[config.mk]
export PLATFORM = sky130hd
export DESIGN_NAME = ecl_config_loader
export DESIGN_NICKNAME = d
export VERILOG_FILES = /design/src/include/ecl_pkg.sv /design/src/rtl/ecl_config_loader.sv
export SDC_FILE = /design/constraint.sdc
export NUM_CORES = 2
export LEC_CHECK = 0
export BUFFER_PORTS_ARGS = -buffer_cell sky130_fd_sc_hd__clkbuf_2
export CAP_MARGIN = 20
export CORE_ASPECT_RATIO = 1.5
export CORE_UTILIZATION = 45
export DETAILED_ROUTE_END_ITERATION = 10
export PLACE_DENSITY_LB_ADDON = 0.1
export SYNTH_ARGS = -nofsm -noshare
export SYNTH_HDL_FRONTEND = slang
export SYNTH_SLANG_ARGS = --single-unit
[constraint.sdc]
create_clock -name clk -period 3.1 [get_ports clk]
set_clock_uncertainty 0.2 [all_clocks]
set_input_delay 0.31 -clock clk [delete_from_list [all_inputs] [get_ports clk]]
set_output_delay 0.31 -clock clk [all_outputs]
set_load 0.05 [all_outputs]
[src/include/ecl_pkg.sv]
package ecl_pkg;

  // ---------------------------------------------------------------
  // Register map (APB byte addresses)
  // ---------------------------------------------------------------
  localparam logic [7:0] ECL_A_SETUP_LO  = 8'h00;
  localparam logic [7:0] ECL_A_SETUP_HI  = 8'h04;
  localparam logic [7:0] ECL_A_CAPS      = 8'h08;
  localparam logic [7:0] ECL_A_REV       = 8'h0c;
  localparam logic [7:0] ECL_A_ADDR_CFG  = 8'h10;
  localparam logic [7:0] ECL_A_STATUS    = 8'h14;
  localparam logic [7:0] ECL_A_INT_STAT  = 8'h18;
  localparam logic [7:0] ECL_A_INT_MASK  = 8'h1c;
  localparam logic [7:0] ECL_A_CTRL      = 8'h20;

  // ---------------------------------------------------------------
  // Field layouts and reset values
  // ---------------------------------------------------------------
  localparam logic [15:0] ECL_SETUP_LO_WMASK = 16'h033f;
  localparam logic [15:0] ECL_SETUP_HI_WMASK = 16'h0003;
  localparam logic [15:0] ECL_ADDR_CFG_WMASK = 16'hffdf;
  localparam logic [15:0] ECL_REV_MASK       = 16'hc01f;
  localparam logic [15:0] ECL_CAPS_VALUE     = 16'h2082;
  localparam logic [15:0] ECL_SETUP_LO_RST   = 16'h0000;
  localparam logic [15:0] ECL_SETUP_HI_RST   = 16'h0000;
  localparam logic [15:0] ECL_ADDR_CFG_RST   = 16'h0000;
  localparam logic [15:0] ECL_REV_RST        = 16'h0000;
  localparam int          ECL_WAKE_BIT       = 9;
  localparam int          ECL_PSL_BIT        = 8;
  localparam int          ECL_XCVR_LSB       = 14;
  localparam int          ECL_IRQ_LOADED     = 0;
  localparam int          ECL_IRQ_CSUM       = 1;
  localparam int          ECL_IRQ_WAKE       = 2;
  localparam logic [2:0]  ECL_INT_RST        = 3'h0;

  // ---------------------------------------------------------------
  // EEPROM word map
  // ---------------------------------------------------------------
  localparam logic [5:0] ECL_W_ADDR_CFG  = 6'h08;
  localparam logic [5:0] ECL_W_RES_CFG   = 6'h09;
  localparam logic [5:0] ECL_W_SW_INFO   = 6'h0d;
  localparam logic [5:0] ECL_W_VITAL_END = 6'h0e;
  localparam logic [5:0] ECL_W_CSUM1     = 6'h0f;
  localparam logic [5:0] ECL_W_CAPS      = 6'h10;
  localparam logic [5:0] ECL_W_SETUP_LO  = 6'h12;
  localparam logic [5:0] ECL_W_SETUP_HI  = 6'h13;
  localparam logic [5:0] ECL_W_REV       = 6'h14;
  localparam logic [5:0] ECL_W_CSUM2     = 6'h17;
  localparam logic [5:0] ECL_W_CONF2_END = 6'h1e;
  localparam logic [5:0] ECL_W_HIGH_BEG  = 6'h20;
  localparam logic [5:0] ECL_W_LAST      = 6'h3f;
  localparam logic [2:0] ECL_EE_READ_OP  = 3'h6;
  localparam logic [4:0] ECL_EE_CMD_BITS = 5'h09;
  localparam logic [4:0] ECL_EE_LAST_BIT = 5'h18;

  // ---------------------------------------------------------------
  // Timing
  // ---------------------------------------------------------------
  localparam int         ECL_CLK_NS     = 25;
  localparam int         ECL_SK_HALF_NS = 250;
  localparam logic [5:0] ECL_SK_HALF_CYC =
    6'((ECL_SK_HALF_NS + ECL_CLK_NS - 1) / ECL_CLK_NS);

  // ---------------------------------------------------------------
  // Types
  // ---------------------------------------------------------------
  typedef enum logic [1:0] {
    ECL_ST_IDLE = 2'b00,
    ECL_ST_GAP  = 2'b01,
    ECL_ST_BITS = 2'b11,
    ECL_ST_END  = 2'b10
  } ecl_state_e;

  typedef struct packed {
    logic vital_a;
    logic conf_a;
    logic vital_b;
    logic conf_b;
  } ecl_csum_s;

  typedef struct packed {
    logic [7:0] vital_a;
    logic [7:0] conf_a;
    logic [7:0] vital_b;
    logic [7:0] conf_b;
  } ecl_acc_s;

endpackage

[src/rtl/ecl_config_loader.sv]
// Notes on behaviour
// - first checksum word: vital high, configurable low
// - checksum byte is XOR of covered bytes
// - second checksum word covers its own ranges
// - setup register loads from words 12h, 13h
// - setup register reached as two 16-bit halves
// - reserved setup bits always read zero
// - bits 17-16 pick the RAM split
// - bit 9 wake enable, allows attribute access
// - after woken access, chip returns to sleep
// - bit 8 power-saving level, resets conservative
// - bits 5-0 stored but without effect
// - capability word fixed: bits 13, 7, 1
// - revision bits 15:14 power mode, 13:5 zero
// - revision bit 4 marks boot ROM fitted
// - revision bits 3:0 hold revision code
// - card info bytes at even addresses only
// - address word loaded, bits 15-14 transceiver
//
// The register offsets and the APB register port are this design's own decisions.
`timescale 1ns/10ps
`default_nettype none

module ecl_config_loader
  import ecl_pkg::*;
(
  input  wire logic        clk,
  input  wire logic        arst_n,
  input  wire logic        psel,
  input  wire logic        penable,
  input  wire logic        pwrite,
  input  wire logic [7:0]  paddr,
  input  wire logic [31:0] pwdata,
  output logic      [31:0] prdata,
  output logic             pready,
  output logic             pslverr,
  output logic             ee_cs,
  output logic             ee_sk,
  output logic             ee_di,
  input  wire logic        ee_do,
  input  wire logic        auto_pd,
  input  wire logic        attr_req,
  input  wire logic        attr_we,
  input  wire logic [8:0]  attr_addr,
  input  wire logic [7:0]  attr_wdata,
  output logic      [7:0]  attr_rdata,
  output logic             attr_ack,
  output logic             wake_req,
  output logic      [1:0]  tx_rx_ram_split,
  output logic             power_saving_level,
  output logic             wake_en,
  output logic      [1:0]  transceiver_choice,
  output logic             load_busy,
  output logic             irq
);

  // ---------------------------------------------------------------
  // Checksum coverage
  // ---------------------------------------------------------------
  function automatic logic is_conf_a(input logic [5:0] w);
    is_conf_a = (w == ECL_W_ADDR_CFG) || (w == ECL_W_RES_CFG) ||
                (w == ECL_W_SW_INFO);
  endfunction
  function automatic logic is_vital_a(input logic [5:0] w);
    is_vital_a = (w <= ECL_W_VITAL_END) && !is_conf_a(w);
  endfunction
  function automatic logic is_vital_b(input logic [5:0] w);
    is_vital_b = (w >= ECL_W_CAPS && w <= ECL_W_SETUP_LO) ||
                 (w >= ECL_W_HIGH_BEG);
  endfunction
  function automatic logic is_conf_b(input logic [5:0] w);
    is_conf_b = (w >= ECL_W_SETUP_HI) && (w <= ECL_W_CONF2_END);
  endfunction
  function automatic logic [7:0] fold(input logic [15:0] d);
    fold = d[15:8] ^ d[7:0];
  endfunction

  // ---------------------------------------------------------------
  // EEPROM loader
  // ---------------------------------------------------------------
  ecl_state_e  st_reg, st_next;
  logic [5:0]  half_reg, half_next;
  logic        sk_reg, sk_next;
  logic [4:0]  bit_reg, bit_next;
  logic [5:0]  word_reg, word_next;
  logic [15:0] sh_reg, sh_next;
  logic        cs_reg, cs_next;
  logic        di_reg, di_next;
  logic        start_reg, start_next;
  ecl_acc_s    acc_reg, acc_next;
  logic [15:0] sum_a_reg, sum_a_next;
  logic [15:0] sum_b_reg, sum_b_next;
  logic [15:0] s_lo_reg, s_lo_next;
  logic [15:0] s_hi_reg, s_hi_next;
  logic [15:0] s_adr_reg, s_adr_next;
  logic [15:0] s_rev_reg, s_rev_next;
  ecl_csum_s   err_reg, err_next;
  logic        commit;
  logic [15:0] word_in;
  logic [8:0]  cmd;
  logic        ctrl_kick;
  assign cmd     = {ECL_EE_READ_OP, word_reg};
  assign word_in = {sh_reg[14:0], ee_do};
  always_comb begin
    st_next    = st_reg;
    half_next  = half_reg;
    sk_next    = sk_reg;
    bit_next   = bit_reg;
    word_next  = word_reg;
    sh_next    = sh_reg;
    cs_next    = cs_reg;
    di_next    = di_reg;
    start_next = start_reg | ctrl_kick;
    acc_next   = acc_reg;
    sum_a_next = sum_a_reg;
    sum_b_next = sum_b_reg;
    s_lo_next  = s_lo_reg;
    s_hi_next  = s_hi_reg;
    s_adr_next = s_adr_reg;
    s_rev_next = s_rev_reg;
    err_next   = err_reg;
    commit     = 1'b0;
    case (st_reg)
      ECL_ST_IDLE: begin
        if (start_reg) begin
          start_next = ctrl_kick;
          st_next    = ECL_ST_GAP;
          word_next  = 6'h00;
          acc_next   = '0;
          half_next  = 6'h00;
        end
      end
      ECL_ST_GAP: begin
        cs_next   = 1'b0;
        half_next = half_reg + 6'h01;
        if (half_reg == ECL_SK_HALF_CYC - 6'h01) begin
          half_next = 6'h00;
          st_next   = ECL_ST_BITS;
          cs_next   = 1'b1;
          bit_next  = 5'h00;
          di_next   = cmd[8];
        end
      end
      ECL_ST_BITS: begin
        half_next = half_reg + 6'h01;
        if (half_reg == ECL_SK_HALF_CYC - 6'h01) begin
          half_next = 6'h00;
          sk_next   = ~sk_reg;
          if (sk_reg) begin
            bit_next = bit_reg + 5'h01;
            if (bit_reg >= ECL_EE_CMD_BITS)
              sh_next = word_in;
            if (bit_reg + 5'h01 < ECL_EE_CMD_BITS)
              di_next = cmd[4'(5'h07 - bit_reg)];
            else
              di_next = 1'b0;
            if (bit_reg == ECL_EE_LAST_BIT) begin
              if (is_vital_a(word_reg))
                acc_next.vital_a = acc_reg.vital_a ^ fold(word_in);
              if (is_conf_a(word_reg))
                acc_next.conf_a = acc_reg.conf_a ^ fold(word_in);
              if (is_vital_b(word_reg))
                acc_next.vital_b = acc_reg.vital_b ^ fold(word_in);
              if (is_conf_b(word_reg))
                acc_next.conf_b = acc_reg.conf_b ^ fold(word_in);
              case (word_reg)
                ECL_W_CSUM1:    sum_a_next = word_in;
                ECL_W_CSUM2:    sum_b_next = word_in;
                ECL_W_SETUP_LO: s_lo_next  = word_in;
                ECL_W_SETUP_HI: s_hi_next  = word_in;
                ECL_W_ADDR_CFG: s_adr_next = word_in;
                ECL_W_REV:      s_rev_next = word_in;
                default: ;
              endcase
              word_next = word_reg + 6'h01;
              st_next   = (word_reg == ECL_W_LAST) ? ECL_ST_END
                                                   : ECL_ST_GAP;
              cs_next   = 1'b0;
            end
          end
        end
      end
      ECL_ST_END: begin
        err_next.vital_a = acc_reg.vital_a != sum_a_reg[15:8];
        err_next.conf_a  = acc_reg.conf_a  != sum_a_reg[7:0];
        err_next.vital_b = acc_reg.vital_b != sum_b_reg[15:8];
        err_next.conf_b  = acc_reg.conf_b  != sum_b_reg[7:0];
        commit  = 1'b1;
        st_next = ECL_ST_IDLE;
      end
      default: st_next = ECL_ST_IDLE;
    endcase
  end
  always_ff @(posedge clk or negedge arst_n) begin
    if (!arst_n) begin
      st_reg    <= ECL_ST_IDLE;
      half_reg  <= 6'h00;
      sk_reg    <= 1'b0;
      bit_reg   <= 5'h00;
      word_reg  <= 6'h00;
      sh_reg    <= 16'h0000;
      cs_reg    <= 1'b0;
      di_reg    <= 1'b0;
      start_reg <= 1'b1;
      acc_reg   <= '0;
      sum_a_reg <= 16'h0000;
      sum_b_reg <= 16'h0000;
      s_lo_reg  <= ECL_SETUP_LO_RST;
      s_hi_reg  <= ECL_SETUP_HI_RST;
      s_adr_reg <= ECL_ADDR_CFG_RST;
      s_rev_reg <= ECL_REV_RST;
      err_reg   <= '0;
    end else begin
      st_reg    <= st_next;
      half_reg  <= half_next;
      sk_reg    <= sk_next;
      bit_reg   <= bit_next;
      word_reg  <= word_next;
      sh_reg    <= sh_next;
      cs_reg    <= cs_next;
      di_reg    <= di_next;
      start_reg <= start_next;
      acc_reg   <= acc_next;
      sum_a_reg <= sum_a_next;
      sum_b_reg <= sum_b_next;
      s_lo_reg  <= s_lo_next;
      s_hi_reg  <= s_hi_next;
      s_adr_reg <= s_adr_next;
      s_rev_reg <= s_rev_next;
      err_reg   <= err_next;
    end
  end
  assign ee_cs = cs_reg;
  assign ee_sk = sk_reg;
  assign ee_di = di_reg;

  // ---------------------------------------------------------------
  // Attribute memory and wakeup
  // ---------------------------------------------------------------
  logic [7:0] cis_mem [0:255];
  logic       ack_reg, ack_next;
  logic [7:0] ard_reg, ard_next;
  logic       wake_reg, wake_next;
  logic       mem_we;
  logic       ev_wake;
  logic       wake_en_bit;

  always_comb begin
    ack_next  = 1'b0;
    ard_next  = ard_reg;
    wake_next = wake_reg;
    mem_we    = 1'b0;
    ev_wake   = 1'b0;
    if (attr_req && !ack_reg) begin
      ack_next  = 1'b1;
      ard_next  = 8'h00;
      wake_next = auto_pd && wake_en_bit;
      if ((!auto_pd || wake_en_bit) && !attr_addr[0]) begin
        ard_next = cis_mem[attr_addr[8:1]];
        mem_we   = attr_we;
      end
    end
    if (ack_reg && wake_reg) begin
      wake_next = 1'b0;
      ev_wake   = 1'b1;
    end
  end
  always_ff @(posedge clk) begin
    if (mem_we)
      cis_mem[attr_addr[8:1]] <= attr_wdata;
  end
  always_ff @(posedge clk or negedge arst_n) begin
    if (!arst_n) begin
      ack_reg  <= 1'b0;
      ard_reg  <= 8'h00;
      wake_reg <= 1'b0;
    end else begin
      ack_reg  <= ack_next;
      ard_reg  <= ard_next;
      wake_reg <= wake_next;
    end
  end
  assign attr_ack   = ack_reg;
  assign attr_rdata = ard_reg;
  assign wake_req   = wake_reg;

  // ---------------------------------------------------------------
  // APB registers and interrupt
  // ---------------------------------------------------------------
  logic [15:0] lo_reg, lo_next;
  logic [15:0] hi_reg, hi_next;
  logic [15:0] adr_reg, adr_next;
  logic [15:0] rev_reg, rev_next;
  logic [2:0]  ist_reg, ist_next;
  logic [2:0]  imsk_reg, imsk_next;
  logic        irq_reg, irq_next;
  logic        rdy_reg, rdy_next;
  logic        err_o_reg, err_o_next;
  logic [31:0] rd_reg, rd_next;
  logic        busy_reg, busy_next;
  logic        wr;
  logic [2:0]  ev;
  logic [31:0] rmux;
  logic        hit;
  assign wr          = psel && penable && rdy_reg && pwrite;
  assign wake_en_bit = lo_reg[ECL_WAKE_BIT];
  assign ctrl_kick   = wr && (paddr == ECL_A_CTRL) && pwdata[0];
  assign ev = {ev_wake, commit && (err_next != '0), commit};
  always_comb begin
    hit  = 1'b1;
    rmux = 32'h0000_0000;
    case (paddr)
      ECL_A_SETUP_LO: rmux[15:0] = lo_reg;
      ECL_A_SETUP_HI: rmux[15:0] = hi_reg;
      ECL_A_CAPS:     rmux[15:0] = ECL_CAPS_VALUE;
      ECL_A_REV:      rmux[15:0] = rev_reg;
      ECL_A_ADDR_CFG: rmux[15:0] = adr_reg;
      ECL_A_STATUS:   rmux[5:0]  = {busy_reg, err_reg, 1'b0};
      ECL_A_INT_STAT: rmux[2:0]  = ist_reg;
      ECL_A_INT_MASK: rmux[2:0]  = imsk_reg;
      ECL_A_CTRL:     rmux[0]    = 1'b0;
      default:        hit        = 1'b0;
    endcase
  end
  always_comb begin
    lo_next    = lo_reg;
    hi_next    = hi_reg;
    adr_next   = adr_reg;
    rev_next   = rev_reg;
    imsk_next  = imsk_reg;
    ist_next   = ist_reg;
    busy_next  = (st_next != ECL_ST_IDLE) || start_next;
    rdy_next   = psel && penable && !rdy_reg;
    err_o_next = rdy_next && !hit;
    rd_next    = rdy_next && hit && !pwrite ? rmux : 32'h0000_0000;
    if (wr) begin
      case (paddr)
        ECL_A_SETUP_LO:
          lo_next = pwdata[15:0] & ECL_SETUP_LO_WMASK;
        ECL_A_SETUP_HI:
          hi_next = pwdata[15:0] & ECL_SETUP_HI_WMASK;
        ECL_A_ADDR_CFG:
          adr_next = pwdata[15:0] & ECL_ADDR_CFG_WMASK;
        ECL_A_INT_STAT: ist_next = ist_reg & ~pwdata[2:0];
        ECL_A_INT_MASK: imsk_next = pwdata[2:0];
        default: ;
      endcase
    end
    ist_next = ist_next | ev;
    if (commit) begin
      lo_next  = s_lo_reg & ECL_SETUP_LO_WMASK;
      hi_next  = s_hi_reg & ECL_SETUP_HI_WMASK;
      adr_next = s_adr_reg & ECL_ADDR_CFG_WMASK;
      rev_next = s_rev_reg & ECL_REV_MASK;
    end
    irq_next = |(ist_next & imsk_next);
  end
  always_ff @(posedge clk or negedge arst_n) begin
    if (!arst_n) begin
      lo_reg    <= ECL_SETUP_LO_RST;
      hi_reg    <= ECL_SETUP_HI_RST;
      adr_reg   <= ECL_ADDR_CFG_RST;
      rev_reg   <= ECL_REV_RST;
      ist_reg   <= ECL_INT_RST;
      imsk_reg  <= ECL_INT_RST;
      irq_reg   <= 1'b0;
      rdy_reg   <= 1'b0;
      err_o_reg <= 1'b0;
      rd_reg    <= 32'h0000_0000;
      busy_reg  <= 1'b1;
    end else begin
      lo_reg    <= lo_next;
      hi_reg    <= hi_next;
      adr_reg   <= adr_next;
      rev_reg   <= rev_next;
      ist_reg   <= ist_next;
      imsk_reg  <= imsk_next;
      irq_reg   <= irq_next;
      rdy_reg   <= rdy_next;
      err_o_reg <= err_o_next;
      rd_reg    <= rd_next;
      busy_reg  <= busy_next;
    end
  end
  assign prdata             = rd_reg;
  assign pready             = rdy_reg;
  assign pslverr            = err_o_reg;
  assign irq                = irq_reg;
  assign load_busy          = busy_reg;
  assign tx_rx_ram_split    = hi_reg[1:0];
  assign power_saving_level = lo_reg[ECL_PSL_BIT];
  assign wake_en            = lo_reg[ECL_WAKE_BIT];
  assign transceiver_choice = adr_reg[ECL_XCVR_LSB +: 2];

endmodule

`default_nettype wire

# [Word-level counts from Yosys, hierarchy flattened]
# Memories as Yosys holds them, arrays and structs flattened.
# Index checks and enable logic that the tools add are counted.
[totals] regBits=241 ram_bits=2048 in_bits=66 output_inout_bits=55 elab_cells=231 n_memories=1
[op_classes] addsub=4 order_cmp=9 eq_ne=35 n_mux=71 bitwise_logic=11 reduce_logical=63
[mem_list] memory="cis_mem" words=256 width=8 read_ports=1 rd_clocked_by_memory_dff=0 wr=1 line_no="ecl_config_loader.sv:240" text="logic [7:0] cis_mem [0:255];"
[op_table] operator="$mux W16" n=10
[op_table] operator="$mux W32" n=4
[op_table] operator="$pmux W32 S2" n=1
[op_table] operator="$pmux W10 S5" n=1
[op_table] operator="$mux W8" n=5
[op_table] operator="$xor A8 B8 Y8" n=5
[op_table] operator="$reduce_and A5 Y1" n=7
[op_table] operator="$eq A8 B5 Y1 const B" n=4
[op_table] operator="$ne A8 B8 Y1" n=4
[op_table] operator="$eq A6 B4 Y1 const B" n=5
[op_table] operator="$mux W6" n=5
[op_table] operator="$eq A6 B5 Y1 const B" n=4
[op_table] operator="$pmux W6 S2" n=2
[op_table] operator="$reduce_and A6 Y1" n=4
[op_table] operator="$mux W1" n=21
[op_table] operator="$ne A2 B2 Y1 const B" n=9
[op_table] operator="$reduce_bool A2 Y1" n=9
[op_table] operator="$logic_and A1 B1 Y1" n=17
[op_table] operator="$eq A8 B4 Y1 const B" n=2
[op_table] operator="$pmux W2 S8" n=1
[op_table] operator="$mux W5" n=3
[op_table] operator="$pmux W3 S5" n=1
[op_table] operator="$add A6 B1 Y6 const B" n=2
[op_table] operator="$ge A6 B5 Y1 const B" n=2
[op_table] operator="37 further kinds" n=65

# [Depth between registers and ports, before layout]
[depth] depth_word=10 depth_mapped=12 depth_no_buf=9

# [Worst setup path before layout]
# OpenSTA, ideal clock, no wires.
[synth_path] path_type="reg2reg" from="reg ack_reg (netlist: attr_ack)" to="mem cis_mem[160][0] (enable)" setup_ns=0.370 arrival_ns=2.465 t_required_ns=2.530 slack_ns=0.065 path_stages_with_launch=10 n_path_buf=3 synth_period_minus_slack_ns=3.035 cell_sequence="dfrtp_1 nand2b_1 buf_2 nor3_1 buf_2 nand3_1 nor2_1 nand2_1 clkbuf_1 nor2_1"
[synth_between] elab_chain_len=5
[synth_rtl] element="from (decl)" line_no="ecl_config_loader.sv:241" text="logic ack_reg, ack_next;"
[synth_rtl] element="from (signal assigned)" line_no="ecl_config_loader.sv:278" text="ack_reg <= ack_next;"
[synth_rtl] element="$logic_not A1 Y1" line_no="ecl_config_loader.sv:254" text="if (attr_req && !ack_reg) begin"
[synth_rtl] element="$logic_and A1 B1 Y1" line_no="ecl_config_loader.sv:254"
[synth_rtl] element="$mux W1" line_no="ecl_config_loader.sv:254"
[synth_rtl] element="$mux W1" line_no="ecl_config_loader.sv:269" text="if (mem_we)"
[synth_rtl] element="$mux W1 (implied by the code)" line_no="ecl_config_loader.sv:270" text="cis_mem[attr_addr[8:1]] <= attr_wdata;"
[synth_rtl] element="to (decl)" line_no="ecl_config_loader.sv:240"
# Every way passes these cells.

# [Worst setup path after layout]
[layout_path] from="reg ack_reg (netlist: attr_ack)" to="mem cis_mem[92][1] (enable)"
# Same word-level chain as after synthesis.

==> results.sh <==
export IMPL_final_nets=5618
export IMPL_syn_avg_cell_area_sq_um=18.8
export IMPL_num_rows=200
export IMPL_cts_buffers=217
export IMPL_overflow=0
export IMPL_setup_viol_count_final=0
export IMPL_worstSetupEndpointType="flip-flop"
export IMPL_ioPinCount=121
export IMPL_core_region_area_sq_mm=0.198
export IMPL_vias=47424
export IMPL_syn2layout_area_growth_pct=17.9
export IMPL_drv_slew=0
export IMPL_worstSetupStartpointType="flip-flop"
export IMPL_max_cap_violations=0
export IMPL_cts_tree="yes"
export IMPL_dpl_hpwl_um=164000
export IMPL_dieArea_sq_mm=0.201
export IMPL_crit_path_top_delay_cell="nor2_1"
export IMPL_postCtsSetupRepairBufs=0
export IMPL_yosysTopAreaCellShare=0.687
export IMPL_synth_seq_cells=2254
export IMPL_layout_common_cells="edfxtp_1, buf_4, mux4_2, nor2_1, nand2_1"
export IMPL_grt_start_max_net_pins=100
export IMPL_grt_pass1_vias=50038
export IMPL_ys_seq_area_frac=0.745
export IMPL_synth_area_leader_cell="edfxtp_1"
export IMPL_placed_cell_area_sq_mm=0.0981
export IMPL_hold_viol_final=0
export IMPL_largest_register_ff_count=2048
export IMPL_multi_input_area_sq_mm=0.0211
export IMPL_synthArstFlopShare=0.0914
export IMPL_vdd_drop_max_v=0.000438
export IMPL_antenna_found_initial=7
export IMPL_fillerInstances=15838
export IMPL_final_core_util=0.534
export IMPL_finalWirelength_um=244000
export IMPL_clk_pin_slew_ns=0.06
export IMPL_fmaxAchievable_mhz=338
export IMPL_worstPathArrival_ns=3.23
export IMPL_synth_main_ff_cell="edfxtp_1"
export IMPL_clock_root_buffer="clkbuf_16"
export IMPL_drive_above_1_share=0.296
export IMPL_critPathMaxFanout=13
export IMPL_drc=0
export IMPL_gp_congestion=0.877
export IMPL_cpPeakStageDelay_ns=0.69
export IMPL_status="complete, no violations"
export IMPL_port_buffer_count=88
export IMPL_synth_edf_count=2048
export IMPL_seq_area_sq_mm=0.0667
export IMPL_ys_top_cells_by_area="edfxtp_1, mux4_2, dfrtp_1, mux2i_1, mux2_2"
export IMPL_drt_iter0_markers=3714
export IMPL_die_h_um=548
export IMPL_insertion_delay_ns=0.85
export IMPL_relSlewSlack=0.365
export IMPL_yosys_warnings=0
export IMPL_hp_class="in -> reg"
export IMPL_cp_cell_sequence="nand2b_1 -> nor3_2 -> buf_4 -> nand2_1 -> nor3_1 -> buf_4 -> nand2_1 -> buf_4 -> nor2_1"
export IMPL_fin_area_sq_mm=0.106
export IMPL_final_common_cell="edfxtp_1"
export IMPL_wl_per_cell_um=29.3
export IMPL_grt_usage=0.244
export IMPL_cpMostUsedCell="buf_4"
export IMPL_firstDrtPassIters=6
export IMPL_viasPerCell=5.68
export IMPL_rsz0062_at_grt="no"
export IMPL_critPathKind="reg -> reg"
export IMPL_hold_ws_ns=0.110
export IMPL_tightest_slew_ns=0.952
export IMPL_start_util=0.453
export IMPL_synthCells=4760
export IMPL_tns_ns=0
export IMPL_ctsHtreeMaxLevel=4
export IMPL_cts_max_path_buffers=4
export IMPL_power_density_mw_per_mm2=594
export IMPL_cts_sinks=2254
export IMPL_netlist_area_sq_mm=0.0895
export IMPL_crit_required_ns=3.37
export IMPL_post_route_min_period_ns=2.96
export IMPL_grt_pass1_wl_um=353000
export IMPL_power_static_leakage_uw=0.0363
export IMPL_dieWidth_um=366
export IMPL_detail_route_antenna_nets=0
export IMPL_synth_cell_types=84
export IMPL_fin_crit_sh=0.955
-- synthesized netlist by cell type (10+ instances only) --
| library cell | n |
|---|---|
| mux2_1 | 10 |
| a211oi_1 | 11 |
| buf_2 | 77 |
| nor2b_1 | 15 |
| o211ai_1 | 16 |
| nand4_1 | 18 |
| o22ai_1 | 55 |
| xnor2_1 | 13 |
| buf_6 | 40 |
| ha_1 | 10 |
| nor3_1 | 37 |
| a32oi_1 | 10 |
| nand2_1 | 277 |
| a21oi_1 | 110 |
| o21ai_0 | 109 |
| xor2_1 | 45 |
| and3_1 | 11 |
| a221oi_1 | 15 |
| or3_1 | 29 |
| mux2i_1 | 193 |
| nand3_1 | 70 |
| mux4_2 | 424 |
| o2111ai_1 | 14 |
| inv_1 | 22 |
| and2_1 | 18 |
| clkbuf_1 | 90 |
| dfrtp_1 | 204 |
| mux2_2 | 138 |
| a22oi_1 | 49 |
| edfxtp_1 | 2048 |
| nor2_1 | 325 |
| a22o_1 | 22 |
| buf_4 | 72 |
| a31oi_1 | 41 |
-- critical path: cells and delay by family (launching register included) --
family / cells / cell delay, ns
simple gates: 6 / 1.44
buf+inv: 3 / 0.59
flops: 1 / 0.37
-- final timing paths --
check                                         from                   endpoint  slack, ns  cells past startpoint
max reg2reg                     attr_ack$_DFF_PN0_   cis_mem[92][1]$_DFFE_PP_       0.14                      9
max in group asynchronous                   arst_n  s_adr_reg[10]$_DFFE_PN0P_       1.79                      4
max                             attr_ack$_DFF_PN0_   cis_mem[92][1]$_DFFE_PP_       0.14                      9
min                                     pwdata[11]    adr_reg[11]$_DFFE_PN0P_       0.11                      4
min reg2reg                adr_reg[10]$_DFFE_PN0P_       prdata[10]$_DFF_PN0_       0.28                      1
min in group asynchronous                   arst_n        start_reg$_DFF_PN1_       0.46                      3
-- routing by layer --
metal	vias up	routed length, um	GRT usage	share of wire
met2	1330	131000	0.445	0.53
met4	6	9920	0.0923	0.041
met1	24981	93200	0.296	0.38
met5	-	35	0	0.00014
met3	427	10800	0.0274	0.044
li1	20680	-	-	-
-- where the power goes --
part           internal (uW)  switching, uW  total (uW)
sequential             33200           47.1       33200
combinational           1370           2260        3630
clock                  14500          11300       25800
total                  49000          13600       62600
-- timing repair --
action,4_1_cts,5_1_grt
setup endpoints to repair,0,82
gates resized for setup,0,12
endpoints found under the hold margin,1160,13
hold buffers,59,4
-- stage by stage --
step | total power [uW] | worst slack [ns] | instances
3_3_place_gp | 37400 | -0.875 | 7886
4_1_cts | 63200 | 0.0194 | 8337
3_5_place_dp | 37500 | -0.295 | 7887
5_1_grt | 64300 | 0.000330 | 8342
6_report | 62600 | 0.140 | 8343
2_1_floorplan | 35500 | 0.0648 | 4775
-- final cells by class --
class | count | share of cell area
Inverter | 24 | 0.000877
Antenna cell | 3 | 0.0000711
Sequential cell | 2254 | 0.632
Timing Repair Buffer | 835 | 0.0717
Multi-Input combinational cell | 2210 | 0.200
Tap cell | 2626 | 0.0311
Clock buffer | 269 | 0.0542
Clock inverter | 122 | 0.0100
-- cells by family after synthesis --
logic type,share of synthesized area
AOI/OAI and AO/OA,0.0381
and+or+nand+nor,0.0420
xor gates and xnor gates,0.00568
adders and majority gates,0.00140
buffers and inverters,0.0206
other,0.0000419
muxes,0.147
DFF,0.745
(Power assumes the default switching activity.)
